[src/hw/cfr_pkg.sv]
`default_nettype none
package cfr_pkg;
	// global register space, byte addresses; bit 11 selects bank space
	localparam logic [11:0] OFF_SCR0   = 12'h000;
	localparam logic [11:0] OFF_SCR1   = 12'h004;
	localparam logic [11:0] OFF_NSCR0  = 12'h008;
	localparam logic [11:0] OFF_SGFSR  = 12'h010;
	localparam logic [11:0] OFF_NSGFSR = 12'h014;
	localparam logic [11:0] OFF_SSYN0  = 12'h018;
	localparam logic [11:0] OFF_SGFAR  = 12'h01C;
	localparam logic [11:0] OFF_NSGFAR = 12'h020;
	localparam logic [11:0] OFF_GPAR   = 12'h024;
	localparam int unsigned BANK_BIT   = 11;
	localparam int unsigned BANK_MSB   = 10;
	localparam int unsigned BANK_LSB   = 8;
	localparam logic [7:0]  BOFF_FSR   = 8'h00;
	localparam logic [7:0]  BOFF_FAR   = 8'h04;
	localparam logic [7:0]  BOFF_PAR   = 8'h08;
	// control0 fields (secure and non-secure copies)
	localparam int unsigned C0_W       = 3;
	localparam int unsigned C0_IRQ     = 0;
	localparam int unsigned C0_REP     = 1;
	localparam int unsigned C0_GIRQ    = 2;
	// secure_control1 fields
	localparam int unsigned C1_W       = 3;
	localparam int unsigned C1_NS_CFG_FAULT_REDIRECT = 0;
	localparam int unsigned C1_GLOBAL_SPACE_SECURE_ONLY  = 1;
	localparam int unsigned C1_EXT_FAULT_SECURE_REDIRECT   = 2;
	// fault status fields
	localparam int unsigned FS_EF      = 0;
	localparam int unsigned FS_CAF     = 1;
	localparam int unsigned FS_MULTI   = 31;
	localparam logic [31:0] FS_MASK    = 32'h80000003;
	localparam logic [31:0] FS_GLB     = 32'h80000001;
	// translation result fields
	localparam logic [31:0] PAR_EXT    = 32'h00000003;
	localparam logic [31:0] PAR_TRANSLATION_OP_TERMINATED   = 32'h00000005;
	// reset values
	localparam logic [31:0] RST_W32    = 32'h00000000;
	localparam logic [2:0]  RST_CTL    = 3'h0;

	typedef enum logic [1:0] {
		CFR_WALK_CLIENT,
		CFR_WALK_ATOS,
		CFR_DOWNSTREAM
	} cfr_src_t;

	typedef struct packed {
		logic [11:0] addr;
		logic [31:0] wdata;
		logic        wr;
		logic        rd;
		logic        secure;
		logic        priv;
	} cfr_cfg_req_t;

	typedef struct packed {
		cfr_src_t    src;
		logic        sync;
		logic        bypass;
		logic        nested;
		logic        s2_for_s1_op;
		logic [2:0]  bank;
		logic [2:0]  s2_bank;
		logic        sec_known;
		logic        secure;
		logic [31:0] addr;
	} cfr_ext_fault_t;
endpackage
`default_nettype wire

[src/hw/cfr_core.sv]
// Decided for this implementation: the strobed register port and the address map.
`timescale 1ns/1ps
`default_nettype none
module cfr_core #(
	parameter int unsigned NB           = 4,
	parameter logic [7:0]  BANK_SECURE  = 8'h00,
	parameter bit          TWO_SEC      = 1'b1,
	parameter bit          UPSTREAM_ERR = 1'b0,
	parameter bit          UNIMPL_CAF   = 1'b1,
	parameter bit          NS_CAF       = 1'b1,
	parameter bit          PRIV_CAF     = 1'b0,
	parameter bit          ASYNC_GLOBAL = 1'b1
) (
	input  wire logic                   core_clk_i,
	input  wire logic                   rst_b_i,
	input  wire cfr_pkg::cfr_cfg_req_t  cfg_req_i,
	input  wire logic                   ext_valid_i,
	input  wire cfr_pkg::cfr_ext_fault_t ext_fault_i,
	output logic [31:0]                 reg_rdata_o,
	output logic                        reg_abort_o,
	output logic                        client_abort_o,
	output logic                        secure_cfg_fault_interrupt_o,
	output logic                        secure_global_interrupt_o,
	output logic                        ns_cfg_fault_interrupt_o,
	output logic                        ns_global_interrupt_o
);
	import cfr_pkg::*;

	generate
		if (NB < 1 || NB > 8) begin : g_bad_nb
			$error("bank count must be 1 to 8");
		end
	endgenerate

	typedef struct packed {
		logic [C0_W-1:0]       s_ctl0;
		logic [C0_W-1:0]       ns_ctl0;
		logic [C1_W-1:0]       s_ctl1;
		logic [31:0]           s_fsr;
		logic [31:0]           ns_fsr;
		logic                  s_syn_ns;
		logic [31:0]           s_far;
		logic [31:0]           ns_far;
		logic [31:0]           gpar;
		logic [NB-1:0][31:0]   b_fsr;
		logic [NB-1:0][31:0]   b_far;
		logic [NB-1:0][31:0]   b_par;
		logic [31:0]           rdata;
		logic                  abort;
		logic                  fwd;
		logic                  s_cirq;
		logic                  s_girq;
		logic                  ns_cirq;
		logic                  ns_girq;
	} cfr_state_t;

	cfr_state_t state_ff;
	cfr_state_t nxt_state;

	////////////////////////////////////////////////////////////////////
	// configuration access decode

	logic            acc_v;
	logic            in_bank;
	logic            bank_ok;
	logic            sec_reg;
	logic            impl;
	logic            sec_viol;
	logic            caf;
	logic            hit;
	logic            to_sec;
	logic [2:0]      bidx;
	logic [7:0]      boff;
	logic [C1_W-1:0] c1_mask;

	assign acc_v   = cfg_req_i.wr | cfg_req_i.rd;
	assign in_bank = cfg_req_i.addr[BANK_BIT];
	assign bidx    = cfg_req_i.addr[BANK_MSB:BANK_LSB];
	assign boff    = cfg_req_i.addr[BANK_LSB-1:0];
	// secure banks stay invisible to ns software
	assign bank_ok = in_bank && (32'(bidx) < NB) &&
		(cfg_req_i.secure || !BANK_SECURE[bidx]);

	always_comb begin
		sec_reg = 1'b0;
		impl    = 1'b1;
		case (cfg_req_i.addr)
			OFF_SCR0, OFF_SCR1, OFF_SGFSR, OFF_SSYN0, OFF_SGFAR: begin
				sec_reg = 1'b1;
			end
			OFF_NSCR0, OFF_NSGFSR, OFF_NSGFAR, OFF_GPAR: begin
				sec_reg = 1'b0;
			end
			default: begin
				impl = 1'b0;
			end
		endcase
	end

	assign sec_viol = !cfg_req_i.secure &&
		(sec_reg || state_ff.s_ctl1[C1_GLOBAL_SPACE_SECURE_ONLY]);
	// bank space is excluded: holes and foreign banks read zero instead
	assign caf = acc_v && !in_bank && (
		(sec_viol && NS_CAF) ||
		(!impl && UNIMPL_CAF) ||
		(!cfg_req_i.priv && PRIV_CAF));
	assign hit = acc_v && !caf && !in_bank && impl && !sec_viol &&
		cfg_req_i.priv;
	assign to_sec = TWO_SEC && (cfg_req_i.secure ||
		(sec_viol && !state_ff.s_ctl1[C1_NS_CFG_FAULT_REDIRECT]));
	// the ext redirect bit only exists without upstream error transport
	assign c1_mask = {TWO_SEC && !UPSTREAM_ERR, 2'b11};

	////////////////////////////////////////////////////////////////////
	// external fault decode

	logic [2:0] tb;
	logic       glob;
	logic       gsec;

	assign tb   = ext_fault_i.nested ? ext_fault_i.s2_bank
		: ext_fault_i.bank;
	assign glob = ext_fault_i.bypass ||
		(!ext_fault_i.sync && ASYNC_GLOBAL) ||
		(32'(tb) >= NB);
	assign gsec = TWO_SEC && (state_ff.s_ctl1[C1_EXT_FAULT_SECURE_REDIRECT] ||
		(ext_fault_i.sec_known && ext_fault_i.secure));

	function automatic logic [31:0] rec_fsr(
		input logic [31:0] cur,
		input logic        busy,
		input int unsigned bitn
	);
		logic [31:0] v;
		v = cur;
		if (busy) begin
			v[FS_MULTI] = 1'b1;
		end else begin
			v[bitn] = 1'b1;
		end
		return v;
	endfunction

	////////////////////////////////////////////////////////////////////
	// next state

	always_comb begin
		logic s_busy;
		logic ns_busy;
		s_busy  = 1'b0;
		ns_busy = 1'b0;
		nxt_state       = state_ff;
		nxt_state.rdata = RST_W32;
		nxt_state.abort = 1'b0;
		nxt_state.fwd   = 1'b0;

		// software writes; status clears are applied before any set
		if (hit && cfg_req_i.wr) begin
			case (cfg_req_i.addr)
				OFF_SCR0: begin
					nxt_state.s_ctl0 = cfg_req_i.wdata[C0_W-1:0];
				end
				OFF_NSCR0: begin
					nxt_state.ns_ctl0 = cfg_req_i.wdata[C0_W-1:0];
				end
				OFF_SCR1: begin
					nxt_state.s_ctl1 = cfg_req_i.wdata[C1_W-1:0] & c1_mask;
				end
				OFF_SGFSR: begin
					nxt_state.s_fsr = state_ff.s_fsr &
						~(cfg_req_i.wdata & FS_MASK);
				end
				OFF_NSGFSR: begin
					nxt_state.ns_fsr = state_ff.ns_fsr &
						~(cfg_req_i.wdata & FS_MASK);
				end
				default: begin
				end
			endcase
		end
		if (hit && cfg_req_i.rd) begin
			case (cfg_req_i.addr)
				OFF_SCR0:   nxt_state.rdata = 32'(state_ff.s_ctl0);
				OFF_NSCR0:  nxt_state.rdata = 32'(state_ff.ns_ctl0);
				OFF_SCR1:   nxt_state.rdata = 32'(state_ff.s_ctl1);
				OFF_SGFSR:  nxt_state.rdata = state_ff.s_fsr;
				OFF_NSGFSR: nxt_state.rdata = state_ff.ns_fsr;
				OFF_SSYN0:  nxt_state.rdata = 32'(state_ff.s_syn_ns);
				OFF_SGFAR:  nxt_state.rdata = state_ff.s_far;
				OFF_NSGFAR: nxt_state.rdata = state_ff.ns_far;
				OFF_GPAR:   nxt_state.rdata = state_ff.gpar;
				default:    nxt_state.rdata = RST_W32;
			endcase
		end

		// bank space: holes and foreign banks read zero
		if (bank_ok && cfg_req_i.wr && boff == BOFF_FSR) begin
			nxt_state.b_fsr[bidx] = state_ff.b_fsr[bidx] &
				~(cfg_req_i.wdata & FS_MASK);
		end
		if (bank_ok && cfg_req_i.rd) begin
			case (boff)
				BOFF_FSR: nxt_state.rdata = state_ff.b_fsr[bidx];
				BOFF_FAR: nxt_state.rdata = state_ff.b_far[bidx];
				BOFF_PAR: nxt_state.rdata = state_ff.b_par[bidx];
				default:  nxt_state.rdata = RST_W32;
			endcase
		end

		// configuration access faults
		if (caf) begin
			if (to_sec) begin
				s_busy = |state_ff.s_fsr;
				nxt_state.s_fsr = rec_fsr(nxt_state.s_fsr, s_busy,
					FS_CAF);
				if (!s_busy) begin
					nxt_state.s_far = 32'(cfg_req_i.addr);
					nxt_state.s_syn_ns = !cfg_req_i.secure &&
						!UPSTREAM_ERR;
				end
				nxt_state.abort = state_ff.s_ctl0[C0_REP];
			end else begin
				// secure syndrome is deliberately left alone here
				ns_busy = |state_ff.ns_fsr;
				nxt_state.ns_fsr = rec_fsr(nxt_state.ns_fsr, ns_busy,
					FS_CAF);
				if (!ns_busy) begin
					nxt_state.ns_far = 32'(cfg_req_i.addr);
				end
				nxt_state.abort = state_ff.ns_ctl0[C0_REP];
			end
		end

		// external faults; a same-cycle config fault counts as busy
		s_busy  = (|state_ff.s_fsr) || (|nxt_state.s_fsr);
		ns_busy = (|state_ff.ns_fsr) || (|nxt_state.ns_fsr);
		if (ext_valid_i) begin
			if (ext_fault_i.src == CFR_DOWNSTREAM && UPSTREAM_ERR) begin
				nxt_state.fwd = 1'b1;
			end else if (ext_fault_i.src == CFR_WALK_ATOS) begin
				if (ext_fault_i.s2_for_s1_op &&
					32'(ext_fault_i.s2_bank) < NB) begin
					nxt_state.b_fsr[ext_fault_i.s2_bank][FS_EF] =
						1'b1;
					if (ext_fault_i.sync) begin
						nxt_state.b_far[ext_fault_i.s2_bank] =
							ext_fault_i.addr;
					end
					if (32'(ext_fault_i.bank) < NB) begin
						nxt_state.b_par[ext_fault_i.bank] =
							PAR_TRANSLATION_OP_TERMINATED;
					end
				end else if (ext_fault_i.bypass ||
					32'(ext_fault_i.bank) >= NB) begin
					nxt_state.gpar = PAR_EXT;
				end else begin
					nxt_state.b_par[ext_fault_i.bank] = PAR_EXT;
				end
			end else if (glob && UPSTREAM_ERR) begin
				// the global flag does not exist on such a bus
				nxt_state.fwd = 1'b1;
			end else if (glob && gsec) begin
				nxt_state.s_fsr = rec_fsr(nxt_state.s_fsr, s_busy,
					FS_EF);
				if (!s_busy && ext_fault_i.sync) begin
					nxt_state.s_far = ext_fault_i.addr;
				end
			end else if (glob) begin
				nxt_state.ns_fsr = rec_fsr(nxt_state.ns_fsr, ns_busy,
					FS_EF);
				if (!ns_busy && ext_fault_i.sync) begin
					nxt_state.ns_far = ext_fault_i.addr;
				end
			end else begin
				nxt_state.b_fsr[tb][FS_EF] = 1'b1;
				if (ext_fault_i.sync) begin
					nxt_state.b_far[tb] = ext_fault_i.addr;
				end
			end
		end

		// repeat flag from a config fault drives the global line
		nxt_state.s_cirq = nxt_state.s_fsr[FS_CAF] &&
			nxt_state.s_ctl0[C0_IRQ];
		nxt_state.s_girq = (|(nxt_state.s_fsr & FS_GLB)) &&
			nxt_state.s_ctl0[C0_GIRQ];
		nxt_state.ns_cirq = nxt_state.ns_fsr[FS_CAF] &&
			nxt_state.ns_ctl0[C0_IRQ];
		nxt_state.ns_girq = (|(nxt_state.ns_fsr & FS_GLB)) &&
			nxt_state.ns_ctl0[C0_GIRQ];
	end

	always_ff @(posedge core_clk_i) begin
		if (!rst_b_i) begin
			state_ff <= '0;
		end else begin
			state_ff <= nxt_state;
		end
	end

	assign reg_rdata_o                  = state_ff.rdata;
	assign reg_abort_o                  = state_ff.abort;
	assign client_abort_o               = state_ff.fwd;
	assign secure_cfg_fault_interrupt_o = state_ff.s_cirq;
	assign secure_global_interrupt_o    = state_ff.s_girq;
	assign ns_cfg_fault_interrupt_o     = state_ff.ns_cirq;
	assign ns_global_interrupt_o        = state_ff.ns_girq;
endmodule
`default_nettype wire

[config.mk]
export PLATFORM = sky130hd
export DESIGN_NAME = cfr_core
export DESIGN_NICKNAME = d
export VERILOG_FILES = /design/src/hw/cfr_pkg.sv /design/src/hw/cfr_core.sv
export SDC_FILE = /design/constraint.sdc
export NUM_CORES = 1
export LEC_CHECK = 0
export CAP_MARGIN = 25
export CELL_PAD_IN_SITES_DETAIL_PLACEMENT = 1
export CELL_PAD_IN_SITES_GLOBAL_PLACEMENT = 2
export CORE_UTILIZATION = 43
export CTS_CLUSTER_DIAMETER = 120
export CTS_CLUSTER_SIZE = 40
export DETAILED_ROUTE_END_ITERATION = 10
export DONT_BUFFER_PORTS = 1
export PLACE_DENSITY_LB_ADDON = 0.1
export SLEW_MARGIN = 5
export SYNTH_ARGS = -nofsm -noshare
export SYNTH_HDL_FRONTEND = slang
export SYNTH_SLANG_ARGS = --single-unit
[constraint.sdc]
create_clock -name core_clk_i -period 2.8 [get_ports core_clk_i]
set_input_delay 0.56 -clock core_clk_i [delete_from_list [all_inputs] [get_ports core_clk_i]]
set_output_delay 0.56 -clock core_clk_i [all_outputs]
set_load 0.02 [all_outputs]
==> Word-level counts from Yosys, hierarchy flattened <==
Memories as Yosys holds them, arrays and structs flattened.
Cells that the tools add are included.
{ "totals": {"out_inout_bits": 38, "mem_count": 1, "romBits": 8, "inputBits": 97, "regBits": 561} }
{ "classes": {"bitwise": 15, "n_reduce_logical": 68, "magnitude_cmp": 14, "n_eq_ne": 17, "n_mux": 77} }
{ "memory_table": {"columns": ["name", "depth", "word_bits", "rd", "rd_ports_with_merged_regs", "wr", "line", "text"], "rows": [
  ["(name not given)", 8, 1, 1, 0, 0, "cfr_core.sv:82", "(cfg_req_i.secure || !BANK_SECURE[bidx]);"]
]} }
{ "ops": {"columns": ["cell", "n"], "rows": [
  ["$mux W256", 4],
  ["$mux W128", 7],
  ["$mux W32", 24],
  ["$mux W480", 1],
  ["$bwmux W128", 3],
  ["$demux W32 S2", 6],
  ["$pmux W32 S9", 1],
  ["$or A128 B128 Y128", 2],
  ["$and A120 B120 Y120", 2],
  ["$not A120 Y120", 2],
  ["$bmux W32 S2", 3],
  ["$mux W64", 3],
  ["$mux W129", 1],
  ["$reduce_or A32 Y1", 4],
  ["$and A32 B32 Y32", 3],
  ["$pmux W32 S3", 1],
  ["$mux W73", 1],
  ["$mux W33", 2],
  ["$eq A12 B5 Y1 const B", 4],
  ["$not A32 Y32", 1],
  ["$logic_and A1 B1 Y1", 29],
  ["$eq A12 B6 Y1 const B", 2],
  ["$lt A3 B3 Y1 const B", 7],
  ["$or A8 B8 Y8", 2],
  ["27 further kinds", 76]
]} }

==> Logic depth before layout (Yosys ltp) <==
Gate-level depths: netlist of run 1.
{ "depth": {"word_depth": 27, "ltp_mapped": 10} }

==> Least setup slack after synthesis of run 1 <==
Ideal clock, no wire load.
{ "synth_path": {"kind": "input to register", "start": "input port cfg_req_i[45] (netlist name)", "end": "register state_ff, in the netlist reg_rdata_o[16]", "arrival_ns": 2.493, "setup_time_ns": 0.115, "path_stages": 9, "slack_ns": 0.192, "path_cell_list": "buf_2 -> buf_2 -> buf_4 -> clkbuf_1 -> mux4_2 -> mux2_2 -> a22oi_1 -> o22ai_1 -> and2_1"} }
{ "synth_between": {"elab_chain_len": 16, "elab_cells_between_ends": 44, "classes_between": "order compare (1); eq/ne (8); mux (13); reduce/logical (21); memory (1)"} }
{ "synth_lines": {"columns": ["element", "line", "text"], "rows": [
  ["from (decl)", "cfr_core.sv:16", "input wire cfr_pkg::cfr_cfg_req_t cfg_req_i,"],
  ["$eq A12 B5 Y1, or another cell as far along", "cfr_core.sv:87, cfr_core.sv:182", null],
  ["$reduce_or A5 Y1", null, null],
  ["$mux W1", "cfr_core.sv:87", "case (cfg_req_i.addr)"],
  ["$logic_or A1 B1 Y1", "cfr_core.sv:101", "(sec_reg || state_ff.s_ctl1[C1_GLOBAL_SPACE_SECURE_ONLY]);"],
  ["$logic_and A1 B1 Y1", "cfr_core.sv:100", "assign sec_viol = !cfg_req_i.secure &&"],
  ["$logic_or A1 B1 Y1", "cfr_core.sv:104", "(sec_viol && NS_CAF) ||"],
  ["$logic_and A1 B1 Y1", "cfr_core.sv:103", "assign caf = acc_v && !in_bank && ("],
  ["$logic_not A1 Y1", "cfr_core.sv:107", "assign hit = acc_v && !caf && !in_bank && impl && !sec_viol &&"],
  ["$logic_and A1 B1 Y1 (5 in a row)", "cfr_core.sv:107", null],
  ["$logic_and A1 B1 Y1", "cfr_core.sv:181", "if (hit && cfg_req_i.rd) begin"],
  ["$mux W32", "cfr_core.sv:181", null],
  ["$mux W32 (*)", "cfr_core.sv:201", "if (bank_ok && cfg_req_i.rd) begin"],
  ["to (signal assigned)", "cfr_core.sv:297", "state_ff <= nxt_state;"],
  ["to (decl)", "cfr_core.sv:57", "cfr_state_t state_ff;"]
]} }
Mark *: on every way between the ends. The rest lies on a longest branch, timed or not. The select of a mux whose other input is x is not followed.
A chain may end at the register's enable or synchronous reset.

==> Worst setup path after layout of run 1 <==
{ "layout_path": {"start": "register state_ff[585] (netlist name)", "end": "register state_ff[477] (netlist name)"} }
{ "layout_between": {"elab_chain_len": 5} }
{ "layout_lines": {"columns": ["element", "line", "text"], "rows": [
  ["$logic_or A1 B1 Y1", "cfr_core.sv:126", "assign gsec = TWO_SEC && (state_ff.s_ctl1[C1_EXT_FAULT_SECURE_REDIRECT] ||"],
  ["$logic_and A1 B1 Y1", "cfr_core.sv:262", "end else if (glob && gsec) begin"],
  ["$mux W32", "cfr_core.sv:262", null],
  ["$mux W64", "cfr_core.sv:240", "end else if (ext_fault_i.src == CFR_WALK_ATOS) begin"],
  ["$mux W480", "cfr_core.sv:237", "if (ext_valid_i) begin"]
]} }
Every way passes these cells.

==> reports/qor.yml, run 1 <==
ys_types: 68
wl_met1_mm: 25.9
leakage_nw: 7.52
hpwl_mm: 32.9
crit_fanout: 21
wl_met2_mm: 26.5
antenna_found_initial: 0
crit_chain: "a21oi_1, o2111a_1, and3_1, o21a_1, buf_12, nand2_1, a21boi_0"
die-area_mm2: 0.0494
fmax_mhz: 489
yosysSeqAreaShare_pct: 48.2
first_iter_violations: 743
row_count: 80
drv_cap: 0
critPathArrivalTime_ns: 2.56
postCtsSetupBuffers: 0
finalWeightedCongestion: 0.825
ys.flop_type: "dfxtp_1"
grt_pass1_wl_mm: 85.5
htree_levels: 1
hold_end: "state_ff[511]"
synth_top_area_share_pct: 48.2
cp-startpoint: "state_ff[585]"
yosysMostFrequentCell: "dfxtp_1"
crit_required_ns: 3.31
grt_start_max_net_pins: 398
drive_above_1_share_pct: 12.9
first_pass_iters: 4
wl_per_cell_um: 23.3
r2r_start: "state_ff[585]"
postLayoutCoreUtil_pct: 45.5
cts_resized: 0
worstMarginPinSlew_ns: 0.826
synth_nets: 1953
clock_latency_ns: 0.58
portBuffers: 0
maxSlewViolCount: 0
dr.max_layer_used: "met4"
power_density_mw_per_mm2: 518
period_minus_slack_ns: 2.04
tns_ns: 0
first_global_vias: 13897
status: "complete, no violations"
initial_core_util_pct: 43.6
die_w_um: 222
avgSynthCellArea_um2: 11.2
cts_tree: "yes"
holdWs_ns: 0.100
grt_use_total_pct: 22.3
rsz0062_at_grt: "false"
cts.reportedPaths.clkPinSlew_ns: 0.14
cts_buffers: 17
hold_path_class: "input port to flop"
synth_top_family_by_area: "multiplexers"
setup.worst_path.class: "flop to flop"
final_hold_viol_count: 0
ctsRootBufferMaster: "clkbuf_16"
coreArea_mm2: 0.0478
synth_top_area_cell: "dfxtp_1"
synthArstFlopShare_pct: 0
syn2layout_area_growth_pct: 4.26
synth-simple-area-share_pct: 17.4
clock-sinks: 502
via_per_inst: 5.63
final_area_mm2: 0.0218
num_vias: 13309
n_fill_cell: 5042
path_buf_inv: 1
ir_worst_vdd_mv: 0.480
io_pins: 135
synth_edf_count: 0
drtAntennaViolNets: 0
synth.area.top_cells: "dfxtp_1, mux4_2, mux2i_1"
dpl_cell_area_mm2: 0.0213
reg2regPathDepth: 7
synth.area.mux_share_pct: 20.7
synth_cells: 1856
period_share_pct: 73.0
crit_path_top_delay_cell: "o2111a_1"
drc_errors: 0
hold_depth: 1
cp_top_family: "compound AO/OA/AOI/OAI gates"
wl_mm: 55.1
cpPeakStageDelay_ns: 0.37
clk_path_buf_depth: 3
synth_fa_ha_area_share_pct: 0
max_slew_margin_pct: 44.8
ff2ff_setup_slack_ns: 0.76
worst_clock_skew_ns: 0.0435
synthesis.area_mm2: 0.0209
met3WireLength_mm: 1.70
worstSetupStartpointType: "flop"
crit_path_end_kind: "flop"
r2r-end: "state_ff[477]"
yosysWarnings: 0
setup_viol: 0
die_h_um: 222
synth_compound_gate_area_share_pct: 8.98
min_from: "ext_fault_i[25]"
holdBufCountCts: 0
synthTopCellsByCount: "dfxtp_1, and2_1, mux2i_1"
overflow: 0
nets: 1844
ys_seq_elements: 502
synth-xor-area-share_pct: 0
-- worst max path at each step --
| stage | end | slack (ns) | cells past startpoint |
|---|---|---|---|
| final | state_ff[477] | 0.76 | 7 |
| after global routing | state_ff[471] | 0.59 | 7 |
| after CTS | state_ff[477] | 0.72 | 7 |
| after detailed placement | state_ff[498] | 0.29 | 8 |
| after global placement | state_ff[503] | 0.34 | 8 |
| after floorplan | reg_rdata_o[16] | 0.19 | 9 |
-- cells by family after synthesis --
group / Yosys count
flops: 502
simple gates: 606
compound gates: 258
buf+inv: 183
other cells: 1
mux: 306
-- power by group --
group	leakage [nW]	switching [W]	internal, W	total [W]
registers	4.05	0.0000440	0.00722	0.00727
logic	3.23	0.000266	0.000288	0.000554
clock network	0.241	0.00227	0.00117	0.00345
total	7.52	0.00258	0.00868	0.0113
-- worst reg2reg max path, cell delays in order (launching register included) --
cell and delay, ns:
dfxtp_1 0.35, a21oi_1 0.28, o2111a_1 0.38, and3_1 0.27
o21a_1 0.24, buf_12 0.21, nand2_1 0.09, a21boi_0 0.17
-- layer usage --
metal | vias up | GRT usage (%)
met1 | 6786 | 30.4
met2 | 196 | 37.6
li1 | 6266 | -
met3 | 61 | 2.80
met4 | 0 | 4.88
met5 | - | 0
-- final cells by class --
type	instances	area [um^2]	share of cell area [%]
clock buffers	17	425	1.96
diodes	1	2.50	0.0115
clock inverters	4	70.1	0.322
flip-flops and latches	502	10000	46.2
repair buffers	48	536	2.46
multi-input cells	1171	9880	45.4
well taps	615	769	3.54
inverters	7	26.3	0.121
-- stage by stage --
| stage | worst slack [ns] | power (W) | cells |
|---|---|---|---|
| 5_1_grt | 0.586 | 0.0117 | 2364 |
| 4_1_cts | 0.721 | 0.0114 | 2364 |
| 3_5_place_dp | 0.289 | 0.00798 | 2343 |
| 6_report | 0.757 | 0.0113 | 2365 |
| 3_3_place_gp | 0.341 | 0.00796 | 2343 |
| 2_1_floorplan | 0.192 | 0.00797 | 1856 |
-- placed cells by master, fill, tap and decap left out, types with 22 or more instances in the layout --
cell type and n:
dfxtp_1 502, and2_1 244, mux2i_1 176, nor2b_1 157, mux4_2 97, a22oi_1 62
nand2_1 54, a21oi_1 35, buf_4 34, and3_1 33, o22ai_1 32, mux2_2 32
o21ai_0 30, nor2_1 25, nand3_1 25, a21boi_0 23, a22o_1 22
Note: power is estimated with default switching activity, not from simulation.
==> run 2, diff against run 1 <==
==> constraint.sdc (replaced) <==
create_clock -name core_clk_i -period 2.1 [get_ports core_clk_i]
set_input_delay 0.42 -clock core_clk_i [delete_from_list [all_inputs] [get_ports core_clk_i]]
set_output_delay 0.42 -clock core_clk_i [all_outputs]
set_load 0.02 [all_outputs]
==> run 2 against run 1 <==
Against the previous run: first-iteration DRC count up 5.1%; via count rose by 4.3%; setup slack got worse by 0.73 ns; critical endpoint is now reg_rdata_o[18]; largest cell class is now multi-input combinational cells; clock power grew 35%; sequential power grew 33%.
==> reports/qor.yml, run 2 (synthesis results as in run 1) <==
crit_required_ns: 2.62  # -0.69 ns
crit_fanout: 104  # +400%
die_w_um: 222  # unchanged
postLayoutCoreUtil_pct: 47.7  # +2.3 points
pre_cts_slack_ns: -0.290  # -0.579 ns
first_iter_violations: 781  # +5.1%
crit_path_end_kind: "flop"
antenna_found_initial: 4  # +4
leakage_nw: 8.00  # +6.4%
die-area_mm2: 0.0494  # unchanged
max_slew_margin_pct: 33.7  # -11 points
wl_per_cell_um: 24.3  # +4.4%
grt_start_max_net_pins: 106  # -73%
portBuffers: 0  # unchanged
swShare_pct: 23.7  # +0.77 points
switchingPower_w: 0.00365  # +41%
hpwl_mm: 33.5  # +1.8%
fin_cells: 2443  # +3.3%
num_vias: 13879  # +4.3%
clk_path_buf_depth: 3  # unchanged
total_power_w: 0.0154  # +37%
worstSetupStartpointType: "input port"
n_fill_cell: 5091  # +0.97%
setup.worst_path.class: "input port to flop"
setup_viol: 0  # unchanged
ir_worst_vdd_mv: 0.467  # -2.6%
drive_above_1_share_pct: 16.2  # +3.3 points
finalWeightedCongestion: 0.831  # +0.78%
initial_core_util_pct: 43.6  # unchanged
first_pass_iters: 5  # +1
cts_resized: 0  # unchanged
maxSlewViolCount: 0  # unchanged
syn2layout_area_growth_pct: 9.44
layout_commonest_cell: "dfxtp_1"
rsz0062_at_grt: "false"
first_global_vias: 14736  # +6.0%
dpl_cell_area_mm2: 0.0218  # +2.3%
via_per_inst: 5.68  # +0.95%
coreArea_mm2: 0.0478  # unchanged
final_area_mm2: 0.0228  # +5.0%
clock_latency_ns: 0.57  # about the same
intPower_w: 0.0118  # +35%
period_minus_slack_ns: 2.07
placed_cells_incl_taps: 2371  # +1.2%
status: "complete, no violations"
ctsRootBufferMaster: "clkbuf_16"
overflow: 0  # unchanged
hold_path_class: "input port to flop"
cts.reportedPaths.clkPinSlew_ns: 0.14  # about the same
nets: 1920  # +4.1%
drc_errors: 0  # unchanged
power_density_mw_per_mm2: 674  # +30%
clock-sinks: 502  # unchanged
grt_use_total_pct: 24.3  # +2.0 points
row_count: 80  # unchanged
cts_buffers: 17  # unchanged
p_comb_share_pct: 6.9  # +2.0 points
final_hold_viol_count: 0  # unchanged
die_h_um: 222  # unchanged
period_share_pct: 98.7
htree_levels: 1  # unchanged
critPathArrivalTime_ns: 2.59  # +0.03 ns
worst_clock_skew_ns: 0.0371  # -0.00637 ns
io_pins: 135  # unchanged
worstMarginPinSlew_ns: 0.991  # +0.165 ns
wl_mm: 59.4  # +7.8%
drv_cap: 0  # unchanged
fmax_mhz: 483
pwr-share-clk_pct: 30.2  # -0.4 points
drtAntennaViolNets: 0  # unchanged
grt_pass1_wl_mm: 92.3  # +7.9%
cts_tree: "yes"
fin_ws_ns: 0.0280  # -0.729 ns
mostFrequentLayoutCells: "dfxtp_1, and2_1, mux2i_1, nor2b_1, mux4_2"
seq_power_share_pct: 62.9  # -1.6 points
[run 2: path summary, 6_finish.rpt]
kind	depth (start not counted)	end	from	slack, ns
worst min-delay path	2	state_ff[472]	ext_fault_i[18]	0.02
worst max-delay path	8	reg_rdata_o[18]	cfg_req_i[45]	0.03
worst min register to register	1	flop	flop	0.47
worst max register to register	7	state_ff[516]	state_ff[552]	0.20
[run 2: layer usage]
| layer | track usage (%) | share of wire, % |
|---|---|---|
| met1 | 33.1 | 46 |
| met2 | 40.2 | 47 |
| met3 | 3.45 | 4.0 |
| met4 | 6.52 | 2.5 |
| met5 | 0 | 0.045 |
[run 2: area by class of cell]
| type | count | area (um^2) | share of cell area [%] |
|---|---|---|---|
| inverters | 7 | 26.3 | 0.115 |
| flip-flops and latches | 502 | 10000 | 44.0 |
| clock buffers | 18 | 439 | 1.92 |
| repair buffers | 124 | 1410 | 6.19 |
| multi-input cells | 1171 | 10100 | 44.0 |
| well taps | 615 | 769 | 3.37 |
| diodes | 1 | 2.50 | 0.0110 |
| clock inverters | 5 | 76.3 | 0.334 |
[run 2: per-stage QoR]
step / setup TNS [ns] / hold slack (ns)
6_report: 0 / 0.0166
5_1_grt: 0 / 0.00303
4_1_cts: 0 / 0.000256
3_5_place_dp: -14.61 / 0.438
3_3_place_gp: -10.90 / 0.436
2_1_floorplan: -42.59 / 0.424
[run 2: timing repair]
| action | CTS | global route |
|---|---|---|
| hold endpoints to repair | 187 | 0 |
| buffers inserted | 0 | 0 |
| hold buffers | 47 | 0 |
[run 2: power by group through the flow]
stage,Clock (W),Combinational (W),Sequential [W]
floorplan,0,0.000817,0.00988
global placement,0,0.000784,0.00989
detailed placement,0,0.000796,0.00990
CTS,0.00484,0.00106,0.00969
global route,0.00511,0.00113,0.00971
finish,0.00465,0.00106,0.00969
[run 2: critical path, stage by stage]
cell and delay (ns):
nor4_4 0.50, nand4b_1 0.24, nor4b_4 0.40, buf_4 0.24
buf_12 0.17, a22oi_1 0.12, o22ai_1 0.17, and2_1 0.15
==> run 3, diff against run 2 <==
--- a/config.mk
+++ b/config.mk
@@ -8,7 +8,8 @@
 export CAP_MARGIN = 25
 export CELL_PAD_IN_SITES_DETAIL_PLACEMENT = 1
 export CELL_PAD_IN_SITES_GLOBAL_PLACEMENT = 2
-export CORE_UTILIZATION = 43
+export CORE_UTILIZATION = 44
+export CTS_BUF_LIST = sky130_fd_sc_hd__clkbuf_8
 export CTS_CLUSTER_DIAMETER = 120
 export CTS_CLUSTER_SIZE = 40
 export DETAILED_ROUTE_END_ITERATION = 10
==> run 3 against run 2 <==
Against the previous run: the flow now finishes with violations (DRC); count of clock-buffer cells in the layout down 1; clock skew up 0.020 ns; critical path type unchanged; worst hold slack better by 0.050 ns; largest cell class unchanged; final cell count up 9.5%; non-clock buffer count up 240; register-to-register slack worse by 0.12 ns.
==> reports/qor.yml, run 3 (synthesis results as in run 1) <==
mostFrequentLayoutCells: "dfxtp_1, dlygate4sd3_1, and2_1, mux2i_1, nor2b_1"
wl_mm: 59.5  # +0.16%
max_slew_margin_pct: 58.5  # +25 points
postLayoutCoreUtil_pct: 53.5  # +5.7 points
first_iter_violations: 723  # -7.4%
coreArea_mm2: 0.0467  # -2.5%
drc_errors: 40  # +40
initial_core_util_pct: 44.7  # +1.1 points
worst_clock_skew_ns: 0.0575  # +0.0204 ns
worstMarginPinSlew_ns: 0.623  # -0.368 ns
pre_cts_slack_ns: -0.187  # +0.103 ns
crit_required_ns: 2.67  # +0.05 ns
ir_worst_vdd_mv: 0.584  # +25%
n_fill_cell: 4883  # -4.1%
fmax_mhz: 493  # +2.1%
cts.reportedPaths.clkPinSlew_ns: 0.25  # +0.11 ns
rsz0062_at_grt: "false"
drtAntennaViolNets: 0  # unchanged
htree_levels: 1  # unchanged
first_pass_iters: 8  # +3
die_h_um: 220  # -1.1%
nets: 2160  # +13%
hpwl_mm: 33.7  # +0.57%
maxSlewViolCount: 0  # unchanged
setup.worst_path.class: "input port to flop"
hold_path_class: "input port to flop"
antenna_found_initial: 4  # unchanged
power_density_mw_per_mm2: 583  # -14%
portBuffers: 0  # unchanged
die_w_um: 220  # -1.1%
crit_fanout: 8  # -92%
setup_viol: 0  # unchanged
syn2layout_area_growth_pct: 19.5
cts_resized: 0  # unchanged
grt_start_max_net_pins: 249  # +130%
placed_cells_incl_taps: 2364  # -0.30%
clock_latency_ns: 0.67  # +0.10 ns
worstSetupStartpointType: "input port"
period_share_pct: 96.6  # -2.1 points
crit_chain: "mux2_4, nor3_4, o211ai_4, a221oi_4, buf_4, mux2i_1, nor2b_1, dlygate4sd3_1"
wl_per_cell_um: 22.2  # -8.5%
path_buf_inv: 2  # unchanged
first_global_vias: 15924  # +8.1%
leakage_nw: 9.52  # +19%
io_pins: 135  # unchanged
clk_path_buf_depth: 3  # unchanged
ctsRootBufferMaster: "clkbuf_8"
clock-sinks: 502  # unchanged
overflow: 0  # unchanged
crit_path_top_delay_cell: "dlygate4sd3_1"
grt_use_total_pct: 24.9  # +0.58 points
grt_pass1_wl_mm: 92.9  # +0.62%
hold_depth: 3  # +1
drv_cap: 0  # unchanged
critPathArrivalTime_ns: 2.60  # about the same
cpPeakStageDelay_ns: 0.55  # +0.05 ns
fin_ws_ns: 0.0716  # +0.0436 ns
cts_buffers: 17  # unchanged
reg2regPathDepth: 5  # -2
final_hold_viol_count: 0  # unchanged
cp_num_cells: 8  # unchanged
fin_cells: 2675  # +9.5%
status: "finished, violations left"
period_minus_slack_ns: 2.03  # -0.0436 ns
via_per_inst: 5.50  # -3.2%
num_vias: 14710  # +6.0%
violations: "DRC"
cp_top_family: "buffers and inverters"
crit_path_end_kind: "flop"
cts_tree: "yes"
layout_commonest_cell: "dfxtp_1"
finalWeightedCongestion: 0.838  # +0.73%
holdWs_ns: 0.0662  # +0.0496 ns
row_count: 79  # -1.3%
drive_above_1_share_pct: 14.0  # -2.2 points
ff2ff_setup_slack_ns: 0.08  # -0.12 ns
die-area_mm2: 0.0483  # -2.2%
-- run 3: changes by cell type in the layout (fill, tap and decap cells not counted), moves of 2 or more --
cell / previous run / this run
inv_12: 2 / 0
buf_12: 25 / 21
buf_4: 54 / 56
clkbuf_8: 1 / 17
dlygate4sd3_1: 41 / 286
buf_16: 3 / 1
clkbuf_16: 17 / 0
-- run 3: layout make-up --
| class | instances | area [um^2] | area share, % |
|---|---|---|---|
| diodes | 2 | 5.00 | 0.0201 |
| clock buffers | 17 | 234 | 0.938 |
| clock inverters | 5 | 75.1 | 0.301 |
| inverters | 7 | 26.3 | 0.105 |
| multi-input cells | 1171 | 10100 | 40.3 |
| flip-flops and latches | 502 | 10000 | 40.3 |
| well taps | 607 | 759 | 3.05 |
| repair buffers | 364 | 3730 | 15.0 |
-- run 3: stage by stage --
step / total power (W) / TNS, ns / cell area, um^2
after floorplan: 0.0107 / -42.59 / 21300
after global placement: 0.0107 / -8.70 / 21700
after detailed placement: 0.0107 / -8.62 / 21700
after CTS: 0.0147 / 0 / 24900
after global routing: 0.0151 / 0 / 24900
final: 0.0145 / 0 / 24900
-- run 3: worst min-delay path, stage by stage --
cell and delay (ns):
nor3b_2 0.03, buf_4 0.14, a21oi_1 0.13
-- run 3: repair_timing --
item / CTS / global route
endpoints found under the setup margin: 0 / 0
hold buffers: 287 / 0
buffers inserted: 0 / 0
hold endpoints to repair: 410 / 0
-- run 3: power by group --
| part | internal (W) | switching, W | total, W |
|---|---|---|---|
| registers | 0.00965 | 0.0000628 | 0.00971 |
| clock network | 0.000829 | 0.00296 | 0.00379 |
| logic | 0.000539 | 0.000503 | 0.00104 |
-- run 3: metal layers --
metal  GRT usage [%]  wire [um]  up-vias
met5               0         23        -
met4            6.41       1560        4
met3            3.12       2290       71
met2            43.2      29100      258
met1            32.5      26600     7474
li1                -          -     6903
-- run 3: worst paths after layout --
check                  startpoint             to
setup / recovery  ext_fault_i[41]  state_ff[239]
hold / removal    ext_fault_i[38]           flop
setup reg to reg    state_ff[390]  state_ff[294]
hold reg to reg              flop           flop
